===== src/logic/gp_timer_map.svh =====
`ifndef GP_TIMER_MAP_SVH
`define GP_TIMER_MAP_SVH

// Register byte offsets
`define GT_TIMER_CONFIG_OFS 8'h8C
`define GT_TIMER_COUNT_OFS 8'h90
`define GT_WORD_ORDER_OFS 8'h98
`define GT_FREE_COUNT_OFS 8'h9C

// Field positions
`define GT_RUN_EN_BIT 29
`define GT_PRELOAD_MSB 15
`define GT_PRELOAD_LSB 0

// Reset values and word swap key
`define GT_PRELOAD_RST 16'hFFFF
`define GT_COUNT_RST 16'hFFFF
`define GT_WORD_ORDER_RST 32'h0000_0000
`define GT_WORD_SWAP_KEY 32'hFFFF_FFFF
`define GT_FREE_RST 32'h0000_0000

// Timing
`define GT_SYS_MHZ 250
`define GT_TICK_MHZ 25
`define GT_TICK_DIV (`GT_SYS_MHZ / `GT_TICK_MHZ)
`define GT_FREE_CLR_NS 160
`define GT_FREE_CLR_CYC ((`GT_FREE_CLR_NS * `GT_SYS_MHZ) / 1000)

`endif


===== src/logic/gp_timer_pkg.sv =====
package gp_timer_pkg;

    // Captured AHB address phase
    typedef struct packed {
        logic       valid;
        logic       write;
        logic [7:0] addr;
    } ahb_req_t;

    // Timer control fields
    typedef struct packed {
        logic        run_en;
        logic [15:0] timer_preload;
    } timer_cfg_t;

    // Network-side word serialiser
    typedef enum logic [0:0] {
        TX_LOW  = 1'b0,
        TX_HIGH = 1'b1
    } tx_state_t;

    // Half-word snapshot of the free counter
    typedef enum logic [0:0] {
        SNAP_IDLE = 1'b0,
        SNAP_HELD = 1'b1
    } snap_state_t;

endpackage


===== src/logic/gp_timer_freerun_wordswap.sv =====
// Functional notes
// RULE_01: Timer run-enable bit 29 set starts the timer, cleared halts it.
// RULE_02: Falling edge of run-enable forces the preload field to FFFFh.
// RULE_03: Preload field bits 15-0 is read-write, resets to FFFFh.
// RULE_04: Live timer value reads in low half of count view, FFFFh at reset.
// RULE_05: Timer raises an event at intervals set by the preload value.
// RULE_06: Word order all ones: A[1] set selects low half, clear selects high.
// RULE_07: Any other word order: A[1] set selects high half, clear selects low.
// RULE_08: Network side always sends and receives the low word first.
// RULE_09: 32-bit free counter clears at reset, counts every 25 MHz cycle.
// RULE_10: Free counter wraps from maximum back to zero.
// RULE_11: First half-word read captures the whole free count consistently.
// RULE_12: Free counter is cleared within 160 ns of reset.
// RULE_13: Free counter keeps running in every power state.
// RULE_14: Running timer counts down per tick, flags and reloads past zero.
// RULE_15: Host reads low half of the free count first, high half second.
`timescale 1ns/1ps
`include "gp_timer_map.svh"
module gp_timer_freerun_wordswap #(
    parameter int TICK_DIV = `GT_TICK_DIV
) (
    input wire logic sys_clk_i,
    input wire logic rstn_i,
    // AHB-Lite slave
    input wire logic hsel_i,
    input wire logic [7:0] haddr_i,
    input wire logic [1:0] htrans_i,
    input wire logic hwrite_i,
    input wire logic [2:0] hsize_i,
    input wire logic hready_i,
    input wire logic [31:0] hwdata_i,
    output logic [31:0] hrdata_o,
    output logic hreadyout_o,
    output logic hresp_o,
    // 16-bit host view of the free counter
    input wire logic half_rd_i,
    input wire logic half_a1_i,
    output logic [15:0] half_data_o,
    output logic half_is_high_o,
    // Network side word ordering
    input wire logic tx_load_i,
    input wire logic [31:0] tx_word_i,
    output logic tx_ready_o,
    output logic tx_half_valid_o,
    output logic [15:0] tx_half_o,
    input wire logic rx_half_valid_i,
    input wire logic [15:0] rx_half_i,
    output logic rx_word_valid_o,
    output logic [31:0] rx_word_o,
    // Timer event
    output logic timer_event_o
);

    // Elaboration check on the tick divider
    if (TICK_DIV < 2 || TICK_DIV > 255) begin : g_bad_div
        $error("TICK_DIV out of range");
    end

    localparam int CLR_CYC = `GT_FREE_CLR_CYC;
    if (CLR_CYC < 1) begin : g_bad_clr
        $error("Free counter clear window shorter than one cycle");
    end

    // Half select from host A[1] and the word order register
    function automatic logic sel_high(input logic a1, input logic [31:0] order);
        if (order == `GT_WORD_SWAP_KEY) begin
            sel_high = ~a1; // RULE_06
        end else begin
            sel_high = a1; // RULE_07
        end
    endfunction

    gp_timer_pkg::ahb_req_t req_ff;
    gp_timer_pkg::ahb_req_t nxt_req;
    gp_timer_pkg::timer_cfg_t cfg_ff;
    gp_timer_pkg::tx_state_t tx_state_ff;
    gp_timer_pkg::snap_state_t snap_state_ff;
    logic rd_wait_ff;
    logic [31:0] rdata_ff;
    logic [31:0] word_order_ff;
    logic [31:0] free_ff;
    logic [31:0] snap_ff;
    logic [7:0] div_ff;
    logic tick_ff;
    logic [15:0] count_ff;
    logic run_seen_ff;
    logic event_ff;
    logic [15:0] half_data_ff;
    logic half_high_ff;
    logic [15:0] tx_high_ff;
    logic [15:0] tx_half_ff;
    logic tx_valid_ff;
    logic [15:0] rx_low_ff;
    logic rx_have_low_ff;
    logic [31:0] rx_word_ff;
    logic rx_valid_ff;
    logic wr_cfg;
    logic wr_order;
    logic rd_phase;
    logic [15:0] nxt_preload;
    logic nxt_run_en;

    // Address phase capture
    always_comb begin
        nxt_req.valid = hsel_i & hready_i & htrans_i[1];
        nxt_req.write = hwrite_i;
        nxt_req.addr = haddr_i;
    end

    always_ff @(posedge sys_clk_i) begin
        if (!rstn_i) begin
            req_ff <= '0;
        end else if (hready_i) begin
            req_ff <= nxt_req;
        end
    end

    // Reads take one wait state so earlier writes have landed
    assign rd_phase = req_ff.valid & ~req_ff.write & ~rd_wait_ff;

    always_ff @(posedge sys_clk_i) begin
        if (!rstn_i) begin
            rd_wait_ff <= 1'b0;
        end else begin
            rd_wait_ff <= rd_phase;
        end
    end

    assign hreadyout_o = ~rd_phase;
    assign hresp_o = 1'b0;
    assign hrdata_o = rdata_ff;

    // Register write strobes
    assign wr_cfg = req_ff.valid & req_ff.write & (req_ff.addr == `GT_TIMER_CONFIG_OFS);
    assign wr_order = req_ff.valid & req_ff.write & (req_ff.addr == `GT_WORD_ORDER_OFS);

    // Read data mux, unmapped and reserved bits read zero
    always_ff @(posedge sys_clk_i) begin
        if (!rstn_i) begin
            rdata_ff <= 32'h0000_0000;
        end else if (rd_phase) begin
            case (req_ff.addr)
                `GT_TIMER_CONFIG_OFS: begin
                    rdata_ff <= {2'b00, cfg_ff.run_en, 13'h0000, cfg_ff.timer_preload};
                end
                `GT_TIMER_COUNT_OFS: begin
                    rdata_ff <= {16'h0000, count_ff}; // RULE_04
                end
                `GT_WORD_ORDER_OFS: begin
                    rdata_ff <= word_order_ff;
                end
                `GT_FREE_COUNT_OFS: begin
                    rdata_ff <= free_ff;
                end
                default: begin
                    rdata_ff <= 32'h0000_0000;
                end
            endcase
        end
    end

    // Timer configuration next values
    always_comb begin
        nxt_run_en = cfg_ff.run_en;
        nxt_preload = cfg_ff.timer_preload;
        if (wr_cfg) begin
            nxt_run_en = hwdata_i[`GT_RUN_EN_BIT]; // RULE_01
            nxt_preload = hwdata_i[`GT_PRELOAD_MSB:`GT_PRELOAD_LSB]; // RULE_03
        end
        if (cfg_ff.run_en && !nxt_run_en) begin
            nxt_preload = `GT_PRELOAD_RST; // RULE_02
        end
    end

    // Timer configuration register
    always_ff @(posedge sys_clk_i) begin
        if (!rstn_i) begin
            cfg_ff.run_en <= 1'b0;
            cfg_ff.timer_preload <= `GT_PRELOAD_RST; // RULE_03
        end else begin
            cfg_ff.run_en <= nxt_run_en;
            cfg_ff.timer_preload <= nxt_preload;
        end
    end

    // Word order register
    always_ff @(posedge sys_clk_i) begin
        if (!rstn_i) begin
            word_order_ff <= `GT_WORD_ORDER_RST;
        end else if (wr_order) begin
            word_order_ff <= hwdata_i;
        end
    end

    // 25 MHz tick from the system clock
    always_ff @(posedge sys_clk_i) begin
        if (!rstn_i) begin
            div_ff <= 8'h00;
            tick_ff <= 1'b0;
        end else if (div_ff == 8'(TICK_DIV - 1)) begin
            div_ff <= 8'h00;
            tick_ff <= 1'b1;
        end else begin
            div_ff <= div_ff + 8'h01;
            tick_ff <= 1'b0;
        end
    end

    // Free counter, cleared on the first edge of reset, no power gating
    always_ff @(posedge sys_clk_i) begin
        if (!rstn_i) begin
            free_ff <= `GT_FREE_RST; // RULE_09 RULE_12
        end else if (tick_ff) begin
            free_ff <= free_ff + 32'h0000_0001; // RULE_09 RULE_10 RULE_13
        end
    end

    // Timer countdown with reload and event
    always_ff @(posedge sys_clk_i) begin
        if (!rstn_i) begin
            count_ff <= `GT_COUNT_RST; // RULE_04
            run_seen_ff <= 1'b0;
            event_ff <= 1'b0;
        end else begin
            run_seen_ff <= cfg_ff.run_en;
            event_ff <= 1'b0;
            if (cfg_ff.run_en && !run_seen_ff) begin
                count_ff <= cfg_ff.timer_preload; // RULE_01
            end else if (cfg_ff.run_en && tick_ff) begin
                if (count_ff == 16'h0000) begin
                    count_ff <= cfg_ff.timer_preload; // RULE_14
                    event_ff <= 1'b1; // RULE_05
                end else begin
                    count_ff <= count_ff - 16'h0001; // RULE_14
                end
            end
        end
    end

    assign timer_event_o = event_ff;

    // Half-word reads of the free counter with snapshot
    always_ff @(posedge sys_clk_i) begin
        if (!rstn_i) begin
            snap_state_ff <= gp_timer_pkg::SNAP_IDLE;
            snap_ff <= 32'h0000_0000;
            half_data_ff <= 16'h0000;
            half_high_ff <= 1'b0;
        end else if (half_rd_i) begin
            half_high_ff <= sel_high(half_a1_i, word_order_ff);
            case (snap_state_ff)
                gp_timer_pkg::SNAP_IDLE: begin
                    snap_ff <= free_ff; // RULE_11
                    snap_state_ff <= gp_timer_pkg::SNAP_HELD;
                    if (sel_high(half_a1_i, word_order_ff)) begin
                        half_data_ff <= free_ff[31:16];
                    end else begin
                        half_data_ff <= free_ff[15:0]; // RULE_15
                    end
                end
                gp_timer_pkg::SNAP_HELD: begin
                    snap_state_ff <= gp_timer_pkg::SNAP_IDLE;
                    if (sel_high(half_a1_i, word_order_ff)) begin
                        half_data_ff <= snap_ff[31:16]; // RULE_11 RULE_15
                    end else begin
                        half_data_ff <= snap_ff[15:0];
                    end
                end
                default: begin
                    snap_state_ff <= gp_timer_pkg::SNAP_IDLE;
                end
            endcase
        end
    end

    assign half_data_o = half_data_ff;
    assign half_is_high_o = half_high_ff;

    // Transmit serialiser, low word leaves first
    assign tx_ready_o = (tx_state_ff == gp_timer_pkg::TX_LOW);

    always_ff @(posedge sys_clk_i) begin
        if (!rstn_i) begin
            tx_state_ff <= gp_timer_pkg::TX_LOW;
            tx_high_ff <= 16'h0000;
            tx_half_ff <= 16'h0000;
            tx_valid_ff <= 1'b0;
        end else begin
            case (tx_state_ff)
                gp_timer_pkg::TX_LOW: begin
                    tx_valid_ff <= tx_load_i;
                    if (tx_load_i) begin
                        tx_half_ff <= tx_word_i[15:0]; // RULE_08
                        tx_high_ff <= tx_word_i[31:16];
                        tx_state_ff <= gp_timer_pkg::TX_HIGH;
                    end
                end
                gp_timer_pkg::TX_HIGH: begin
                    tx_half_ff <= tx_high_ff; // RULE_08
                    tx_valid_ff <= 1'b1;
                    tx_state_ff <= gp_timer_pkg::TX_LOW;
                end
                default: begin
                    tx_state_ff <= gp_timer_pkg::TX_LOW;
                    tx_valid_ff <= 1'b0;
                end
            endcase
        end
    end

    assign tx_half_valid_o = tx_valid_ff;
    assign tx_half_o = tx_half_ff;

    // Receive assembler, first half lands in the low word
    always_ff @(posedge sys_clk_i) begin
        if (!rstn_i) begin
            rx_low_ff <= 16'h0000;
            rx_have_low_ff <= 1'b0;
            rx_word_ff <= 32'h0000_0000;
            rx_valid_ff <= 1'b0;
        end else begin
            rx_valid_ff <= 1'b0;
            if (rx_half_valid_i) begin
                if (!rx_have_low_ff) begin
                    rx_low_ff <= rx_half_i; // RULE_08
                    rx_have_low_ff <= 1'b1;
                end else begin
                    rx_word_ff <= {rx_half_i, rx_low_ff}; // RULE_08
                    rx_have_low_ff <= 1'b0;
                    rx_valid_ff <= 1'b1;
                end
            end
        end
    end

    assign rx_word_valid_o = rx_valid_ff;
    assign rx_word_o = rx_word_ff;

endmodule


===== config.mk =====
export PLATFORM = sky130hd
export DESIGN_NAME = gp_timer_freerun_wordswap
export DESIGN_NICKNAME = d
export VERILOG_FILES = /design/src/logic/gp_timer_pkg.sv /design/src/logic/gp_timer_freerun_wordswap.sv
export VERILOG_INCLUDE_DIRS = /design/src /design/src/logic
export SDC_FILE = /design/constraint.sdc
export NUM_CORES = 1
export LEC_CHECK = 0
export BUFFER_PORTS_ARGS = -buffer_cell sky130_fd_sc_hd__buf_4
export CAP_MARGIN = 20
export CORE_ASPECT_RATIO = 1.4
export CORE_MARGIN = 2
export CORE_UTILIZATION = 35
export CTS_CLUSTER_SIZE = 12
export DETAILED_ROUTE_END_ITERATION = 12
export PLACE_DENSITY = 0.65
export SLEW_MARGIN = 20
export SYNTH_ARGS = -nofsm -noshare
export SYNTH_HDL_FRONTEND = slang
export SYNTH_SLANG_ARGS = --single-unit

===== constraint.sdc =====
create_clock -name sys_clk_i -period 2.6 [get_ports sys_clk_i]
set_input_delay 0.13 -clock sys_clk_i [delete_from_list [all_inputs] [get_ports sys_clk_i]]
set_output_delay 0.13 -clock sys_clk_i [all_outputs]
set_load 0.01 [all_outputs]

==> flow_summary.toml, run 1 <==
[cells_and_area]
postLayoutCellArea_um2 = 16600
final_core_util = 0.463
nets = 1948
drive_gt1_frac = 0.165
syn2layout_area_growth_pct = 30.3

[clocking]
clk_path_buf_depth = 3
ctsHoldBuffers = 104
cts_setup_buffers = 0
clk_pin_slew_worst_paths_ns = 0.06
cts.sinks = 285
tritoncts = "built"
cts_buffers = 29
clk_latency_ns = 0.55
cts-resized-gates = 0
cts-root-buf = "clkbuf_16"
cts_max_level = 1

[synthesis]
syn-instance-count = 1590
yosys_warnings = 0
synth_edf_count = 0
synth_compound_area_frac = 0.210
postSynthAreaPerCell_um2 = 8.03
yosys.area.top_type_share = 0.447
synth_cell_types = 61
syn-num-nets = 1697
synth_simple_gate_area_frac = 0.254
synthTopCellsByArea = "dfxtp_1 (45%), nand2_1 (9.6%), a21oi_1 (6.5%)"
synthXorXnorAreaFrac = 0.0172
synth_ff_type = "dfxtp_1"
synth_mux_area_frac = 0.0212
yosys.cell_count.top_type = "nand2_1"
yosys-top-cells-count = "nand2_1 (327), dfxtp_1 (285), a21oi_1 (165), nor2_1 (133), clkbuf_1 (125)"
synth.largest_area_cell = "dfxtp_1"
yosysSeqAreaShare = 0.447
async_flop_share = 0
synthAdderAreaFrac = 0.00490
syn-cell-area_um2 = 12800
synth_top_family_by_area = "simple AND/OR/NAND/NOR gates"
ys_seq_elements = 285

[sta]
hold_viol = 0
drv_slew = 0
finalCriticalPeriod_ns = 2.31
rsz0062_at_grt = "false"
fmax_mhz = 432
skew_ns = 0.0166
finalSetupViolCount = 0
hold_ws_ns = 0.126
slew-limit-headroom = 0.286
fin_crit_sh = 0.890
finalSetupTns_ns = 0
tightest_slew_ns = 1.07

[power]
peakVddDrop_uv = 494
power.leakage_nw = 6.30
p_per_area_nw_per_um2 = 542

[detailed_routing]
drc = 0
drt-initial-drc-count = 867
wl_met1_um = 16100
wl_met2_um = 21500
wl_met3_um = 1800
top_layer = "met4"
dr.pass1.iters = 6
wl_per_cell_um = 17.7
drt-total-wl_um = 41000
vias = 12500
vias_per_cell = 5.39
ant_nets = 0

[worst_setup_path]
crit_type = "flop to flop"
crit_path_start_kind = "flop"
cp-end-kind = "flop"
startpoint = "count_ff[0]$_SDFFE_PN1P_"
cp_max_fo = 11
r2r_end = "count_ff[14]$_SDFFE_PN1P_"
r2r_cells = 7
rr_startpoint = "count_ff[0]$_SDFFE_PN1P_"
worstPathRequired_ns = 3.03
critPathArrivalTime_ns = 2.75
ff2ff_setup_slack_ns = 0.29
crit_end = "count_ff[14]$_SDFFE_PN1P_"

[run_status]
outcome = "finished clean"

[job]
drv_cap = 0

[floorplan]
row_count = 82
ios = 205
start_util = 0.355
fp.dieArea_um2 = 38000
fp.dieW_um = 165
core-area_um2 = 35900
die_h_um = 230

[grt]
globalRouteTotalUtil = 0.210
grt_overflow = 0
grt_antenna_before_repair = 1
grt_max_degree = 76
grt_pass1_vias = 11800
grt_pass1_wl_um = 63700

[placed_design]
gp_congestion = 0.867
port_buffers = 199
postPlaceCellArea_um2 = 14800
hpwl_um = 27100

[worst_hold_path]
hold_path.class = "input pin to flop"
## cell type report
type                       count  area (um2)
fill                        3499       19300
sequential                   285        5710
clock buffer                  40         807
antenna                        2        5.00
inverter                      13        53.8
clock inverter                 4        20.0
multi-input combinational   1154        6500
timing repair buffer         358        2960
tap                          462         578
## metrics by stage
step | total power [mW] | setup slack (ns) | cells
floorplan | 4.88 | 0.519 | 1590
global placement | 5.15 | 0.376 | 2168
detailed placement | 5.16 | 0.353 | 2168
CTS | 9.11 | 0.330 | 2316
global route | 9.33 | 0.146 | 2317
finish | 9.01 | 0.286 | 2318
## power breakdown
| group | switching, mW | internal [mW] |
|---|---|---|
| Clock | 1.68 | 2.13 |
| Combinational | 0.360 | 0.352 |
| Sequential | 0.0488 | 4.44 |
## critical path, cell delays in order (launching register included)
cell and delay [ns]:
dfxtp_1 0.39, inv_1 0.10, ha_1 0.22, nor4b_1 0.16, and4_1 0.23, nor2_1 0.64, a21oi_1 0.15, o32a_1 0.32
## sequential cells by signal, summed over array words and instances (netlist names), 8 cells and up
register / flops
cfg_ff: 17
count_ff: 16
div_ff: 8
free_ff: 32
half_data_o: 16
hrdata_o: 32
req_ff: 10
rx_low_ff: 16
rx_word_o: 32
snap_ff: 32
tx_half_o: 16
tx_high_ff: 16
word_order_ff: 32
## metal layers
layer | up-vias | GRT usage
met5 | - | 0
met4 | 0 | 0.0851
met3 | 86 | 0.0211
met2 | 337 | 0.392
met1 | 6007 | 0.240
li1 | 6063 | -
## cells in the final DEF (no fill, tap or decap), drive strengths merged, types with 5 or more instances in the layout
master       count
dfxtp          285
clkbuf          40
or3              9
a21oi          165
and3            14
nand2          328
or4             10
nand3           39
xnor2            8
a211oi          31
o211ai           6
a22o            32
a21o            19
mux2i           27
o221ai          18
o21ai           16
nor2           133
a2bb2oi         15
nor2b            6
ha               5
and4             8
xor2            17
nor4b            8
nor3            13
inv             13
nand3b          16
a22oi           77
buf            254
dlygate4sd3    104
o31ai           12
nand4           24
nor4             5
nand2b          65
## cell families (layout without fill, tap and decap cells)
family	Yosys count	after routing
XOR/XNOR	25	25
multiplexers	27	27
flip-flops	285	285
AND/OR/NAND/NOR	691	691
other	1	3
adder cells (fa/ha/maj)	5	5
AO/OA/AOI/OAI	405	405
buffers and inverters	151	415
## how the worst min path moves through the flow
stage | from | endpoint | slack, ns | depth (start not counted)
4_1_cts | rstn_i | half_data_o[6]$_SDFFE_PN0P_ | 0.09 | 3
3_5_place_dp | hwdata_i[4] | cfg_ff[4]$_SDFFE_PP1N_ | 0.36 | 3
2_1_floorplan | hwdata_i[10] | cfg_ff[10]$_SDFFE_PP1N_ | 0.25 | 2
5_1_grt | rstn_i | half_data_o[15]$_SDFFE_PN0P_ | 0.13 | 2
3_3_place_gp | rx_half_i[0] | rx_word_o[16]$_SDFFE_PN0P_ | 0.35 | 2
6_report | rstn_i | half_data_o[3]$_SDFFE_PN0P_ | 0.13 | 3
Note: power is estimated with default switching activity, not from simulation.
==> inputs of run 2 (changes only) <==
CTS_BUF_LIST = sky130_fd_sc_hd__clkbuf_4 sky130_fd_sc_hd__clkbuf_8   (was unset)
==> run 2 against run 1 <==
- die area did not move
- total power rose by 2.7%
- register-to-register slack barely moved
- largest cell class unchanged
==> flow_summary.toml, run 2 (synthesis gave the netlist of run 1 again) <==
[floorplan]
core-area_um2 = 35900
fp.dieArea_um2 = 38000
die_h_um = 230
fp.dieW_um = 165
row_count = 82
start_util = 0.355
ios = 205

[power]
p_sw_mw = 2.18
comb_power_share = 0.077
p_per_area_nw_per_um2 = 552
switching_share = 0.235
p_clk_frac = 0.438
p_int_mw = 7.08
seqPwrFrac = 0.486
power.leakage_nw = 6.39
peakVddDrop_uv = 345

[detailed_routing]
drt-initial-drc-count = 791
vias_per_cell = 5.31
vias = 12500
drt-total-wl_um = 41000
drc = 0
ant_nets = 0
wl_per_cell_um = 17.4
dr.pass1.iters = 5

[sta]
hold_ws_ns = 0.114
hold_viol = 0
fin_crit_sh = 0.889
finalSetupTns_ns = 0
slew-limit-headroom = 0.292
tightest_slew_ns = 1.06
fmax_mhz = 433
rsz0062_at_grt = "false"
setup_ws_ns = 0.289
skew_ns = 0.0306
drv_slew = 0
finalCriticalPeriod_ns = 2.31
finalSetupViolCount = 0

[grt]
grt_overflow = 0
grt_antenna_before_repair = 2
globalRouteTotalUtil = 0.212
grt_max_degree = 76
grt_pass1_wl_um = 63900
grt_pass1_vias = 11900

[placed_design]
hpwl_um = 27100
dp_slack_ns = 0.353
port_buffers = 199
gp_congestion = 0.867
postPlaceCellArea_um2 = 14800

[cells_and_area]
final_core_util = 0.467
postLayoutCellArea_um2 = 16800
drive_gt1_frac = 0.184
nets = 1964
syn2layout_area_growth_pct = 31.4
layout_common_cells = "nand2_1 (327), dfxtp_1 (285), buf_4 (253)"
final_common_cell = "nand2_1"

[clocking]
cts-root-buf = "clkbuf_8"
clk_path_buf_depth = 3
clk_latency_ns = 0.58
cts_setup_buffers = 0
tritoncts = "built"
cts_max_level = 2
cts.sinks = 285
cts_buffers = 45
clk_pin_slew_worst_paths_ns = 0.07

[worst_setup_path]
critPathArrivalTime_ns = 2.76
worstPathRequired_ns = 3.05
crit_type = "flop to flop"
cp_max_fo = 11
cp-end-kind = "flop"
crit_path_start_kind = "flop"

[worst_hold_path]
hold_path.class = "input pin to flop"

[job]
drv_cap = 0

[run_status]
outcome = "finished clean"
run 2: cell count changes in the layout (fill, tap and decap cells not counted):
cell        before  now
clkbuf_8         4   57
clkbuf_16       29    0
clkbuf_4         0   15
clkbuf_1         7    0
clkinvlp_4       0    3
bufinv_16        0    1
clkinv_2         4    3
run 2: power groups by stage:
stage          clock (mW)  sequential (mW)  combinational (mW)
6_report             4.05             4.49               0.710
5_1_grt              4.36             4.50               0.770
4_1_cts              4.16             4.49               0.709
3_5_place_dp            0             4.59               0.575
3_3_place_gp            0             4.59               0.568
2_1_floorplan           0             4.59               0.291
run 2: through the flow:
stage,cells,total power [mW]
after global routing,2353,9.63
final,2353,9.25
after global placement,2168,5.15
after detailed placement,2168,5.16
after CTS,2351,9.36
after floorplan,1590,4.88
run 2: path summary, 6_finish.rpt:
check / from / to / slack (ns) / depth (start not counted)
worst max-delay path: count_ff[0]$_SDFFE_PN1P_ / count_ff[14]$_SDFFE_PN1P_ / 0.29 / 7
worst min-delay path: rstn_i / half_data_o[6]$_SDFFE_PN0P_ / 0.11 / 3
worst max register to register: count_ff[0]$_SDFFE_PN1P_ / count_ff[14]$_SDFFE_PN1P_ / 0.29 / 7
worst min register to register: tx_high_ff[15]$_SDFFE_PN0P_ / tx_high_ff[15]$_SDFFE_PN0P_ / 0.45 / 2
run 2: per-layer routing:
| layer | up-vias | share of wire | wire length [um] | GRT usage |
|---|---|---|---|---|
| li1 | 6103 | - | - | - |
| met1 | 5954 | 0.39 | 15900 | 0.242 |
| met2 | 349 | 0.52 | 21300 | 0.385 |
| met3 | 84 | 0.051 | 2100 | 0.0307 |
| met4 | 0 | 0.042 | 1710 | 0.0929 |
| met5 | - | 0 | 0 | 0 |
run 2: area by class of cell:
class                      count  area, um2
fill                        3516      19100
sequential                   285       5710
clock buffer                  72        897
clock inverter                 7       67.6
multi-input combinational   1154       6500
inverter                      13       53.8
antenna                        2       5.00
timing repair buffer         358       2960
tap                          462        578
run 2: what timing repair did:
action	4_1_cts	5_1_grt
hold buffers	104	0
resized for setup	0	0
hold endpoints to repair	135	0
run 2: worst max-delay path, stage by stage (launching register included):
cell	delay [ns]
dfxtp_1	0.39
inv_1	0.10
ha_1	0.22
nor4b_1	0.16
and4_1	0.24
nor2_1	0.63
a21oi_1	0.15
o32a_1	0.31
